File: src/pwf_pkg.sv
// Constants, register map and carrier types of the pseudo-wire header framer.
// Assumes one 200 MHz clock and a synchronous active-high reset.
package pwf_pkg;
  // Register byte offsets
  localparam logic [7:0] REG_CTRL   = 8'h00;
  localparam logic [7:0] REG_PORTS  = 8'h04;
  localparam logic [7:0] REG_SRC_IP = 8'h08;
  localparam logic [7:0] REG_DST_IP = 8'h0C;
  localparam logic [7:0] REG_PT     = 8'h10;
  localparam logic [7:0] REG_SSRC   = 8'h14;
  localparam logic [7:0] REG_STATUS = 8'h18;
  localparam logic [7:0] REG_DROPS  = 8'h1C;
  // Control bit positions
  localparam int CTRL_EN    = 0;
  localparam int CTRL_IP6   = 1;
  localparam int CTRL_RTP   = 2;
  localparam int CTRL_AWARE = 3;
  localparam int CTRL_AIS_L = 4;
  localparam int CTRL_XR4   = 5;
  localparam int CTRL_XR5   = 6;
  localparam int CTRL_W     = 7;
  // Status bit positions
  localparam int STAT_L   = 0;
  localparam int STAT_R   = 1;
  localparam int STAT_ERR = 2;
  // Reset values
  localparam logic [6:0]  CTRL_RST  = 7'h00;
  localparam logic [31:0] PORTS_RST = 32'hC000C000;
  localparam logic [22:0] PT_RST    = 23'h000000;
  // Header constants
  localparam logic [3:0]  IP_VER4     = 4'h4;
  localparam logic [3:0]  IP_IHL      = 4'h5;
  localparam logic [7:0]  IP_TOS      = 8'h00;
  localparam logic [2:0]  IP_FLAGS_DF = 3'h2;
  localparam logic [7:0]  IP_TTL      = 8'h40;
  localparam logic [7:0]  IP_PROTO    = 8'h11;
  localparam logic [15:0] IP_HDR_B    = 16'h0014;
  localparam logic [15:0] UDP_CW_B    = 16'h000C;
  localparam logic [15:0] RTP_B       = 16'h000C;
  localparam logic [15:0] PORT_WK_MAX = 16'h03FF;
  localparam logic [15:0] PORT_DYN    = 16'hC000;
  localparam logic [1:0]  RTP_VER     = 2'h2;
  localparam logic [1:0]  M_NORMAL    = 2'h0;
  localparam logic [1:0]  M_RAI       = 2'h2;
  localparam logic [1:0]  M_SIG       = 2'h3;
  localparam logic [3:0]  WORDS_BASE  = 4'h8;
  localparam logic [3:0]  WORDS_RTP   = 4'hB;
  localparam logic [1:0]  RESP_OKAY   = 2'h0;
  localparam logic [1:0]  RESP_SLVERR = 2'h2;
  // Timing
  localparam longint CLK_HZ        = 200000000;
  localparam longint TS_RATE_HZ    = 8000;
  localparam int     TS_TICK_CYC   = int'(CLK_HZ / TS_RATE_HZ);
  localparam longint XR_PERIOD_MIN = 10;
  localparam longint XR_PERIOD_CYC = XR_PERIOD_MIN * 60 * CLK_HZ;

  typedef struct packed {
    logic        sig;      // Signaling-only packet
    logic        remote_alarm_indication;      // Remote alarm seen at the TDM input
    logic [15:0] pay_len;  // Payload bytes
  } pwf_txreq_t;

  typedef struct packed {
    logic        l;
    logic        r;
    logic [1:0]  m;
    logic [15:0] seq;
    logic [15:0] src_port;
  } pwf_rxinfo_t;
endpackage

File: src/pwf_framer.sv
// Pseudo-wire header framer: builds transmit headers, checks received headers.
// Assumes an AXI4-Lite master, a header sink with ready, and a word-wide
// receive stream whose header words arrive first, one 32-bit word per beat.
module pwf_framer #(
  parameter int     TS_TICK_CYC   = pwf_pkg::TS_TICK_CYC,
  parameter longint XR_PERIOD_CYC = pwf_pkg::XR_PERIOD_CYC
) (
  input  wire logic                core_clk,                // 200 MHz
  input  wire logic                rst,                     // Sync, active high
  input  wire logic [7:0]          s_axi_awaddr,            // Write address
  input  wire logic                s_axi_awvalid,           // Write address valid
  output logic                     s_axi_awready,           // Write address ready
  input  wire logic [31:0]         s_axi_wdata,             // Write data
  input  wire logic [3:0]          s_axi_wstrb,             // Byte enables
  input  wire logic                s_axi_wvalid,            // Write data valid
  output logic                     s_axi_wready,            // Write data ready
  output logic [1:0]               s_axi_bresp,             // Write response
  output logic                     s_axi_bvalid,            // Write response valid
  input  wire logic                s_axi_bready,            // Write response ready
  input  wire logic [7:0]          s_axi_araddr,            // Read address
  input  wire logic                s_axi_arvalid,           // Read address valid
  output logic                     s_axi_arready,           // Read address ready
  output logic [31:0]              s_axi_rdata,             // Read data
  output logic [1:0]               s_axi_rresp,             // Read response
  output logic                     s_axi_rvalid,            // Read data valid
  input  wire logic                s_axi_rready,            // Read data ready
  input  wire logic                signal_loss_defect,      // TDM loss of signal
  input  wire logic                frame_alignment_loss,    // TDM frame loss
  input  wire logic                alarm_indication_defect, // TDM alarm indication
  input  wire logic                packet_loss_state,       // Loss of packets
  input  wire logic                tx_req_valid,            // Header request
  input  pwf_pkg::pwf_txreq_t      tx_req,                  // Request fields
  output logic                     tx_req_ready,            // Request taken
  output logic [31:0]              hdr_data,                // Header word
  output logic                     hdr_valid,               // Header word valid
  output logic                     hdr_last,                // Last header word
  input  wire logic                hdr_ready,               // Sink ready
  input  wire logic [31:0]         rx_data,                 // Received word
  input  wire logic                rx_valid,                // Received word valid
  input  wire logic                rx_last,                 // Last word of datagram
  output logic                     rx_ready,                // Always ready
  output logic                     rx_accept,               // Datagram accepted
  output logic                     rx_drop,                 // Datagram dropped
  output pwf_pkg::pwf_rxinfo_t     rx_info,                 // Accepted header
  output logic [31:0]              rtp_timestamp,           // Timestamp counter
  output logic                     xr4_due,                 // Send block 4 report
  output logic                     xr5_due                  // Send block 5 report
);

  typedef enum logic {TX_IDLE, TX_SEND} pwf_tx_state_t;

  function automatic logic [31:0] pwf_wmask(input logic [31:0] old_v,
                                            input logic [31:0] new_v,
                                            input logic [3:0]  strb);
    logic [31:0] r;
    r = old_v;
    for (int i = 0; i < 4; i++) begin
      if (strb[i]) begin
        r[i*8 +: 8] = new_v[i*8 +: 8];
      end
    end
    return r;
  endfunction

  ////////////////////////////////////////////////////////////////////////////
  // Register state

  logic [pwf_pkg::CTRL_W-1:0] ctrl_q;
  logic [31:0]                ports_q;
  logic [31:0]                src_ip_q;
  logic [31:0]                dst_ip_q;
  logic [22:0]                pt_q;
  logic [31:0]                ssrc_q;
  logic                       cfg_err_q;
  logic [15:0]                drops_q;
  logic                       l_q;
  logic                       r_q;
  logic                       aw_hold_q;
  logic                       w_hold_q;
  logic [7:0]                 aw_addr_q;
  logic [31:0]                w_data_q;
  logic [3:0]                 w_strb_q;
  logic                       wr_fire;
  logic [31:0]                wr_val;
  logic                       wr_bad;
  logic                       wr_unmap;
  logic [31:0]                rd_val;
  logic                       rd_unmap;

  assign wr_fire = aw_hold_q && w_hold_q && !s_axi_bvalid;

  always_comb begin
    wr_val   = 32'h00000000;
    wr_bad   = 1'b0;
    wr_unmap = 1'b0;
    unique case (aw_addr_q)
      pwf_pkg::REG_CTRL: begin
        wr_val = pwf_wmask({25'h0000000, ctrl_q}, w_data_q, w_strb_q);
        wr_bad = wr_val[pwf_pkg::CTRL_IP6];
      end
      pwf_pkg::REG_PORTS: begin
        wr_val = pwf_wmask(ports_q, w_data_q, w_strb_q);
        wr_bad = (wr_val[31:16] <= pwf_pkg::PORT_WK_MAX)
               || (wr_val[15:0] < pwf_pkg::PORT_DYN);
      end
      pwf_pkg::REG_SRC_IP: wr_val = pwf_wmask(src_ip_q, w_data_q, w_strb_q);
      pwf_pkg::REG_DST_IP: wr_val = pwf_wmask(dst_ip_q, w_data_q, w_strb_q);
      pwf_pkg::REG_PT:     wr_val = pwf_wmask({9'h000, pt_q}, w_data_q, w_strb_q);
      pwf_pkg::REG_SSRC:   wr_val = pwf_wmask(ssrc_q, w_data_q, w_strb_q);
      pwf_pkg::REG_STATUS: wr_val = w_data_q;
      pwf_pkg::REG_DROPS:  wr_val = w_data_q;
      default:             wr_unmap = 1'b1;
    endcase
  end

  ////////////////////////////////////////////////////////////////////////////
  // AXI4-Lite write channel

  always_ff @(posedge core_clk) begin
    if (rst) begin
      aw_hold_q     <= 1'b0;
      w_hold_q      <= 1'b0;
      aw_addr_q     <= 8'h00;
      w_data_q      <= 32'h00000000;
      w_strb_q      <= 4'h0;
      s_axi_awready <= 1'b0;
      s_axi_wready  <= 1'b0;
      s_axi_bvalid  <= 1'b0;
      s_axi_bresp   <= pwf_pkg::RESP_OKAY;
    end else begin
      if (s_axi_awvalid && s_axi_awready) begin
        aw_hold_q     <= 1'b1;
        aw_addr_q     <= s_axi_awaddr;
        s_axi_awready <= 1'b0;
      end else if (!aw_hold_q) begin
        s_axi_awready <= 1'b1;
      end
      if (s_axi_wvalid && s_axi_wready) begin
        w_hold_q     <= 1'b1;
        w_data_q     <= s_axi_wdata;
        w_strb_q     <= s_axi_wstrb;
        s_axi_wready <= 1'b0;
      end else if (!w_hold_q) begin
        s_axi_wready <= 1'b1;
      end
      if (wr_fire) begin
        aw_hold_q    <= 1'b0;
        w_hold_q     <= 1'b0;
        s_axi_bvalid <= 1'b1;
        s_axi_bresp  <= (wr_bad || wr_unmap) ? pwf_pkg::RESP_SLVERR : pwf_pkg::RESP_OKAY;
      end else if (s_axi_bvalid && s_axi_bready) begin
        s_axi_bvalid <= 1'b0;
      end
    end
  end

  // Refused values leave the register unchanged
  always_ff @(posedge core_clk) begin
    if (rst) begin
      ctrl_q   <= pwf_pkg::CTRL_RST;
      ports_q  <= pwf_pkg::PORTS_RST;
      src_ip_q <= 32'h00000000;
      dst_ip_q <= 32'h00000000;
      pt_q     <= pwf_pkg::PT_RST;
      ssrc_q   <= 32'h00000000;
    end else if (wr_fire && !wr_bad) begin
      unique case (aw_addr_q)
        pwf_pkg::REG_CTRL:   ctrl_q   <= wr_val[pwf_pkg::CTRL_W-1:0];
        pwf_pkg::REG_PORTS:  ports_q  <= wr_val;
        pwf_pkg::REG_SRC_IP: src_ip_q <= wr_val;
        pwf_pkg::REG_DST_IP: dst_ip_q <= wr_val;
        pwf_pkg::REG_PT:     pt_q     <= wr_val[22:0];
        pwf_pkg::REG_SSRC:   ssrc_q   <= wr_val;
        default: ;
      endcase
    end
  end

  // Sticky refusal flag, write one to clear; a new refusal wins
  always_ff @(posedge core_clk) begin
    if (rst) begin
      cfg_err_q <= 1'b0;
    end else if (wr_fire && wr_bad) begin
      cfg_err_q <= 1'b1;
    end else if (wr_fire && aw_addr_q == pwf_pkg::REG_STATUS && w_strb_q[0]
                 && w_data_q[pwf_pkg::STAT_ERR]) begin
      cfg_err_q <= 1'b0;
    end
  end

  ////////////////////////////////////////////////////////////////////////////
  // AXI4-Lite read channel

  always_comb begin
    rd_val   = 32'h00000000;
    rd_unmap = 1'b0;
    unique case (s_axi_araddr)
      pwf_pkg::REG_CTRL:   rd_val = {25'h0000000, ctrl_q};
      pwf_pkg::REG_PORTS:  rd_val = ports_q;
      pwf_pkg::REG_SRC_IP: rd_val = src_ip_q;
      pwf_pkg::REG_DST_IP: rd_val = dst_ip_q;
      pwf_pkg::REG_PT:     rd_val = {9'h000, pt_q};
      pwf_pkg::REG_SSRC:   rd_val = ssrc_q;
      pwf_pkg::REG_STATUS: rd_val = {29'h00000000, cfg_err_q, r_q, l_q};
      pwf_pkg::REG_DROPS:  rd_val = {16'h0000, drops_q};
      default:             rd_unmap = 1'b1;
    endcase
  end

  always_ff @(posedge core_clk) begin
    if (rst) begin
      s_axi_arready <= 1'b0;
      s_axi_rvalid  <= 1'b0;
      s_axi_rdata   <= 32'h00000000;
      s_axi_rresp   <= pwf_pkg::RESP_OKAY;
    end else if (s_axi_arvalid && s_axi_arready) begin
      s_axi_arready <= 1'b0;
      s_axi_rvalid  <= 1'b1;
      s_axi_rdata   <= rd_val;
      s_axi_rresp   <= rd_unmap ? pwf_pkg::RESP_SLVERR : pwf_pkg::RESP_OKAY;
    end else if (s_axi_rvalid && s_axi_rready) begin
      s_axi_rvalid  <= 1'b0;
      s_axi_arready <= 1'b1;
    end else if (!s_axi_rvalid) begin
      s_axi_arready <= 1'b1;
    end
  end

  ////////////////////////////////////////////////////////////////////////////
  // Failure flags

  always_ff @(posedge core_clk) begin
    if (rst) begin
      l_q <= 1'b0;
      r_q <= 1'b0;
    end else begin
      if (ctrl_q[pwf_pkg::CTRL_AWARE]) begin
        l_q <= signal_loss_defect || frame_alignment_loss
            || alarm_indication_defect;
      end else begin
        l_q <= signal_loss_defect
            || (ctrl_q[pwf_pkg::CTRL_AIS_L] && alarm_indication_defect);
      end
      r_q <= packet_loss_state;
    end
  end

  ////////////////////////////////////////////////////////////////////////////
  // Timestamp and report timers

  logic [$clog2(TS_TICK_CYC)-1:0] ts_div_q;
  logic [39:0]                    xr_cnt_q;

  always_ff @(posedge core_clk) begin
    if (rst) begin
      ts_div_q      <= '0;
      rtp_timestamp <= 32'h00000000;
    end else if (ts_div_q == ($clog2(TS_TICK_CYC))'(TS_TICK_CYC - 1)) begin
      ts_div_q      <= '0;
      rtp_timestamp <= rtp_timestamp + 32'h00000001;
    end else begin
      ts_div_q <= ts_div_q + 1'b1;
    end
  end

  always_ff @(posedge core_clk) begin
    if (rst) begin
      xr_cnt_q <= 40'h0000000000;
      xr4_due  <= 1'b0;
      xr5_due  <= 1'b0;
    end else if (xr_cnt_q == 40'(XR_PERIOD_CYC - 1)) begin
      xr_cnt_q <= 40'h0000000000;
      xr4_due  <= ctrl_q[pwf_pkg::CTRL_XR4];
      xr5_due  <= ctrl_q[pwf_pkg::CTRL_XR5];
    end else begin
      xr_cnt_q <= xr_cnt_q + 40'h0000000001;
      xr4_due  <= 1'b0;
      xr5_due  <= 1'b0;
    end
  end

  ////////////////////////////////////////////////////////////////////////////
  // Transmit header builder

  pwf_tx_state_t       tx_state_q;
  pwf_pkg::pwf_txreq_t req_q;
  logic [3:0]          idx_q;
  logic [3:0]          nwords_q;
  logic [31:0]         cw_q;
  logic [31:0]         ts_q;
  logic [15:0]         ip_id_q;
  logic [15:0]         seq_data_q;
  logic [15:0]         seq_sig_q;
  logic [1:0]          m_code;
  logic [15:0]         seq_cur;
  logic [15:0]         tot_len;
  logic [19:0]         csum_acc;
  logic [15:0]         csum;
  logic [31:0]         words [0:10];

  assign seq_cur = tx_req.sig ? seq_sig_q : seq_data_q;

  always_comb begin
    if (l_q) begin
      m_code = pwf_pkg::M_NORMAL;
    end else if (tx_req.sig) begin
      m_code = pwf_pkg::M_SIG;
    end else if (tx_req.remote_alarm_indication && ctrl_q[pwf_pkg::CTRL_AWARE]) begin
      m_code = pwf_pkg::M_RAI;
    end else begin
      m_code = pwf_pkg::M_NORMAL;
    end
  end

  always_comb begin
    tot_len = pwf_pkg::IP_HDR_B + pwf_pkg::UDP_CW_B + req_q.pay_len
            + (ctrl_q[pwf_pkg::CTRL_RTP] ? pwf_pkg::RTP_B : 16'h0000);
    words[0] = {pwf_pkg::IP_VER4, pwf_pkg::IP_IHL, pwf_pkg::IP_TOS, tot_len};
    words[1] = {ip_id_q, pwf_pkg::IP_FLAGS_DF, 13'h0000};
    words[2] = {pwf_pkg::IP_TTL, pwf_pkg::IP_PROTO, 16'h0000};
    words[3] = src_ip_q;
    words[4] = dst_ip_q;
    csum_acc = 20'h00000;
    for (int i = 0; i < 5; i++) begin
      csum_acc = csum_acc + {4'h0, words[i][31:16]} + {4'h0, words[i][15:0]};
    end
    csum_acc = {4'h0, csum_acc[15:0]} + {16'h0000, csum_acc[19:16]};
    csum_acc = {4'h0, csum_acc[15:0]} + {16'h0000, csum_acc[19:16]};
    csum     = ~csum_acc[15:0];
    words[2] = {pwf_pkg::IP_TTL, pwf_pkg::IP_PROTO, csum};
    words[5] = {ports_q[15:0], ports_q[31:16]};
    words[6] = {tot_len - pwf_pkg::IP_HDR_B, 16'h0000};
    words[7] = cw_q;
    words[8] = {pwf_pkg::RTP_VER, 1'b0, 1'b0, 4'h0, 1'b0,
                req_q.sig ? pt_q[14:8] : pt_q[6:0], cw_q[15:0]};
    words[9]  = ts_q;
    words[10] = ssrc_q;
  end

  always_ff @(posedge core_clk) begin
    if (rst) begin
      tx_state_q   <= TX_IDLE;
      tx_req_ready <= 1'b0;
      req_q        <= '0;
      idx_q        <= 4'h0;
      nwords_q     <= pwf_pkg::WORDS_BASE;
      cw_q         <= 32'h00000000;
      ts_q         <= 32'h00000000;
      ip_id_q      <= 16'h0000;
      seq_data_q   <= 16'h0000;
      seq_sig_q    <= 16'h0000;
      hdr_data     <= 32'h00000000;
      hdr_valid    <= 1'b0;
      hdr_last     <= 1'b0;
    end else begin
      unique case (tx_state_q)
        TX_IDLE: begin
          tx_req_ready <= ctrl_q[pwf_pkg::CTRL_EN];
          if (tx_req_valid && tx_req_ready) begin
            tx_req_ready <= 1'b0;
            req_q        <= tx_req;
            idx_q        <= 4'h0;
            nwords_q     <= ctrl_q[pwf_pkg::CTRL_RTP] ? pwf_pkg::WORDS_RTP
                                                      : pwf_pkg::WORDS_BASE;
            cw_q         <= {4'h0, l_q, r_q, m_code, 8'h00, seq_cur};
            ts_q         <= rtp_timestamp;
            tx_state_q   <= TX_SEND;
          end
        end
        TX_SEND: begin
          if (!hdr_valid || hdr_ready) begin
            if (idx_q == nwords_q) begin
              hdr_valid  <= 1'b0;
              hdr_last   <= 1'b0;
              ip_id_q    <= ip_id_q + 16'h0001;
              tx_state_q <= TX_IDLE;
              if (req_q.sig) begin
                seq_sig_q <= seq_sig_q + 16'h0001;
              end else begin
                seq_data_q <= seq_data_q + 16'h0001;
              end
            end else begin
              hdr_data  <= words[idx_q];
              hdr_valid <= 1'b1;
              hdr_last  <= (idx_q == nwords_q - 4'h1);
              idx_q     <= idx_q + 4'h1;
            end
          end
        end
      endcase
    end
  end

  ////////////////////////////////////////////////////////////////////////////
  // Receive header checker

  logic [3:0]  ridx_q;
  logic        bad_q;
  logic        bad_now;
  logic        beat;
  logic [15:0] rx_src_q;
  logic [31:0] rx_cw_q;
  logic [3:0]  rx_need;

  assign beat    = rx_valid && rx_ready;
  assign rx_need = ctrl_q[pwf_pkg::CTRL_RTP] ? pwf_pkg::WORDS_RTP : pwf_pkg::WORDS_BASE;

  always_comb begin
    unique case (ridx_q)
      4'h0:    bad_now = rx_data[31:28] != pwf_pkg::IP_VER4;
      4'h2:    bad_now = rx_data[31:24] == 8'h00;
      4'h5:    bad_now = rx_data[15:0] != ports_q[15:0];
      4'h7:    bad_now = rx_data[27] && rx_data[25:24] != pwf_pkg::M_NORMAL;
      default: bad_now = 1'b0;
    endcase
  end

  always_ff @(posedge core_clk) begin
    if (rst) begin
      ridx_q    <= 4'h0;
      bad_q     <= 1'b0;
      rx_src_q  <= 16'h0000;
      rx_cw_q   <= 32'h00000000;
      rx_ready  <= 1'b0;
      rx_accept <= 1'b0;
      rx_drop   <= 1'b0;
      rx_info   <= '0;
      drops_q   <= 16'h0000;
    end else begin
      rx_ready  <= 1'b1;
      rx_accept <= 1'b0;
      rx_drop   <= 1'b0;
      if (beat) begin
        if (ridx_q == 4'h5) begin
          rx_src_q <= rx_data[31:16];
        end
        if (ridx_q == 4'h7) begin
          rx_cw_q <= rx_data;
        end
        if (rx_last) begin
          ridx_q <= 4'h0;
          bad_q  <= 1'b0;
          if (bad_q || bad_now || ridx_q < rx_need - 4'h1
              || !ctrl_q[pwf_pkg::CTRL_EN]) begin
            rx_drop <= 1'b1;
            drops_q <= drops_q + 16'h0001;
          end else begin
            rx_accept <= 1'b1;
            rx_info   <= {rx_cw_q[27], rx_cw_q[26], rx_cw_q[25:24],
                          rx_cw_q[15:0], rx_src_q};
          end
        end else begin
          bad_q <= bad_q || bad_now;
          if (ridx_q != 4'hF) begin
            ridx_q <= ridx_q + 4'h1;
          end
        end
      end
    end
  end

endmodule

File: config.mk
export PLATFORM = sky130hd
export DESIGN_NAME = pwf_framer
export DESIGN_NICKNAME = d
export VERILOG_FILES = /design/src/pwf_pkg.sv /design/src/pwf_framer.sv
export SDC_FILE = /design/constraint.sdc
export NUM_CORES = 2
export LEC_CHECK = 0
export ABC_AREA = 1
export ABC_CLOCK_PERIOD_IN_PS = 23500
export BUFFER_PORTS_ARGS = -buffer_cell sky130_fd_sc_hd__buf_2
export CELL_PAD_IN_SITES_DETAIL_PLACEMENT = 1
export CELL_PAD_IN_SITES_GLOBAL_PLACEMENT = 2
export CORE_MARGIN = 3
export CORE_UTILIZATION = 38
export CTS_BUF_LIST = sky130_fd_sc_hd__clkbuf_4
export DETAILED_ROUTE_END_ITERATION = 10
export HOLD_SLACK_MARGIN = 0.03
export PLACE_DENSITY_LB_ADDON = 0.1
export SLEW_MARGIN = 20
export SYNTH_ARGS = -nofsm -noshare
export SYNTH_HDL_FRONTEND = slang
export SYNTH_SLANG_ARGS = --single-unit
File: constraint.sdc
create_clock -name core_clk -period 23.5 [get_ports core_clk]
set_input_delay 3.525 -clock core_clk [delete_from_list [all_inputs] [get_ports core_clk]]
set_output_delay 3.525 -clock core_clk [all_outputs]
set_load 0.05 [all_outputs]
==> impl_metrics.env <==
export IMPL_result_of_the_run="completed"
export IMPL_clk_latency_ps=1120
export IMPL_min_path_type="reg2reg"
export IMPL_netlist_area_um2=31200
export IMPL_synth_warnings=0
export IMPL_layout_drive_gt1_share_pct=14.2
export IMPL_cts_tree="yes"
export IMPL_floorplan_die_width_um=293
export IMPL_async_flop_share_pct=0
export IMPL_top_level_ports=266
export IMPL_detailed_place_hpwl_mm=109
export IMPL_fillers=10459
export IMPL_layout_cells_most_common_list="sky130_fd_sc_hd__nand2_1 (589), sky130_fd_sc_hd__dfxtp_1 (589), sky130_fd_sc_hd__inv_1 (559)"
export IMPL_global_route_usage_total_pct=32.7
export IMPL_crit_required_ps=24440
export IMPL_timing_setup_critical_path_class="reg2reg"
export IMPL_synth_edf_count=0
export IMPL_wl_per_cell_um=24.8
export IMPL_hold_worst_slack_ps=436
export IMPL_grt_setup_unrepaired="false"
export IMPL_postCtsResizedCells=0
export IMPL_layout_worst_path_cycle_share_pct=39.6
export IMPL_fp_dieH_um=293
export IMPL_setup_tns_final_ps=0
export IMPL_crit_path_frequent_cell="sky130_fd_sc_hd__nand2_1"
export IMPL_totalPowerFinal_mw=2.12
export IMPL_final_max_slew_viol_count=0
export IMPL_finalCoreUtilization_pct=43.9
export IMPL_gp_routability_congestion=1.02
export IMPL_ys_types=73
export IMPL_first_iter_violations=2938
export IMPL_ctsRootBufferMaster="sky130_fd_sc_hd__clkbuf_4"
export IMPL_pin_count_of_the_biggest_net_entering_global_routing=104
export IMPL_synth_sequential_area_ratio_pct=37.7
export IMPL_powerDensity_nw_per_um2=59.8
export IMPL_first_global_vias=32566
export IMPL_number_of_rows_in_the_core_area=104
export IMPL_clock_sinks=589
export IMPL_grt_remaining_overflow=0
export IMPL_skew_ps=90.2
export IMPL_grt_first_pass_wirelength_mm=211
export IMPL_post_cts_buffers=0
export IMPL_critPathMaxStageDelay_ps=560
export IMPL_timing_final_hold_violations=0
export IMPL_vias_per_cell=5.64
export IMPL_area_growth_pct=13.7
export IMPL_crit_path_max_fanout=7
export IMPL_ctsLongestPathBuffers=3
export IMPL_effective_utilization_at_floorplan_pct=38.6
export IMPL_crit_path_top_delay_cell="sky130_fd_sc_hd__dfxtp_1"
export IMPL_design_final_nets=4833
export IMPL_setup_worst_path_start_class="register"
export IMPL_setup_violations=0
export IMPL_leakage_nw=14.2
export IMPL_most_frequently_used_flop_master_after_synthesis="sky130_fd_sc_hd__dfxtp_1"
export IMPL_number_of_antenna_violations_at_the_first_check_in_global_routing=12
export IMPL_ant_nets=0
export IMPL_clock_tree_htree_level_count=4
export IMPL_detail_route_drc_violations=0
export IMPL_syn_avg_cell_area_um2=7.21
export IMPL_drtPass1Iterations=8
export IMPL_clock_fmax_mhz=108
export IMPL_overall_routed_net_length_mm=144
export IMPL_slew_limit_headroom_pct=20.8
export IMPL_synthCells=4335
export IMPL_die_area_um2=85700
export IMPL_placement_io_buffers=263
export IMPL_worstMarginPinSlew_ps=1190
export IMPL_clkTransAtPathRegs_ps=60
export IMPL_coreArea_um2=80900
export IMPL_dr_total_vias=32632
export IMPL_postSynthRegisterBits=589
export IMPL_period_needed_ps=9300
export IMPL_vdd_ir_drop_worst_uv=38.1
export IMPL_cts_hold_buf=0
export IMPL_timing_critical_path_to_type="register"
export IMPL_maxCapViolations=0
export IMPL_cts_inserted_buffers=171
export IMPL_cp_arrival_ps=10230
state kept, by name, summed over array words and instances, names as in the netlist, 17 cells and up:
register,flops
xr_cnt_q,40
rx_info,36
dst_ip_q,32
hdr_data,32
ports_q,32
rtp_timestamp,32
s_axi_rdata,32
src_ip_q,32
ssrc_q,32
ts_q,32
w_data_q,32
pt_q,23
cw_q,20
rx_cw_q,20
req_q,17
cell usage after synthesis, drive strengths merged, types with 9 or more instances:
cell type,instances,share of area [%]
o2111ai,16,0.45
nor3,107,2.0
o21ai,506,8.1
nand3,191,3.2
o211ai,27,0.65
a221oi,42,1.2
ha,57,2.3
xor2,48,1.4
clkbuf,173,2.1
inv,581,7.0
a21oi,487,7.9
a31oi,11,0.22
dfxtp,589,38
buf,46,0.75
nor4,20,0.49
xnor2,17,0.48
nor2,461,5.9
o31ai,9,0.22
nor3b,16,0.38
o221ai,50,1.4
nand2,604,7.4
o22ai,71,1.4
fa,64,4.1
nand4,50,1.1
a211oi,20,0.48
o21a,20,0.48
logic make-up after synthesis:
group | synth area share [%]
flip-flops | 37.7
adder cells (fa/ha/maj) | 6.38
AO/OA/AOI/OAI | 23.3
other | 0.0120
XOR/XNOR | 1.87
AND/OR/NAND/NOR | 20.8
buffers and inverters | 9.90
path summary, 6_finish.rpt:
check / start / endpoint / slack (ps) / depth (start not counted)
worst max register to register: ctrl_q[2] / hdr_data[14] / 14200 / 52
worst max-delay path: ctrl_q[2] / hdr_data[14] / 14200 / 52
worst min-delay path: r_q / cw_q[26] / 440 / 2
worst min register to register: r_q / cw_q[26] / 440 / 2
metrics by stage:
stage / instance area (um2) / setup WS [ps] / instances
final: 35500 / 14200 / 5781
after floorplan: 31200 / 15690 / 4336
after CTS: 35500 / 14340 / 5772
after global routing: 35500 / 13220 / 5781
after detailed placement: 33400 / 14410 / 5482
after global placement: 33400 / 14620 / 5482
layer usage:
metal	global-route usage, %	up-vias	part of all wire, %
met2	49.2	1347	43
met1	43.6	15722	43
met5	0	-	0.046
li1	-	15197	-
met4	16.6	10	5.3
met3	8.21	356	8.5
worst max-delay path: cells and delay by family, from the launching register on:
| kind | cells | cell delay (ps) |
|---|---|---|
| AO/OA/AOI/OAI | 4 | 490 |
| XOR/XNOR | 2 | 540 |
| flip-flops | 1 | 560 |
| buffers and inverters | 5 | 600 |
| AND/OR/NAND/NOR | 32 | 3530 |
| adder cells (fa/ha/maj) | 9 | 3350 |
cell type report:
| class | count | area (um2) | area share [%] |
|---|---|---|---|
| clock inverters | 45 | 295 | 0.831 |
| diodes | 9 | 22.5 | 0.0634 |
| repair buffers | 305 | 1630 | 4.60 |
| multi-input cells | 2941 | 16400 | 46.2 |
| flip-flops and latches | 589 | 11800 | 33.2 |
| inverters | 587 | 2210 | 6.23 |
| well taps | 1060 | 1330 | 3.73 |
| clock buffers | 245 | 1840 | 5.18 |
where the power goes:
| group | switching, mW | leakage [nW] | internal [mW] |
|---|---|---|---|
| sequential | 0.0109 | 4.75 | 1.01 |
| clock | 0.472 | 1.25 | 0.519 |
| combinational | 0.0839 | 8.20 | 0.0305 |
No activity file was read; power rests on OpenSTA's default activity.
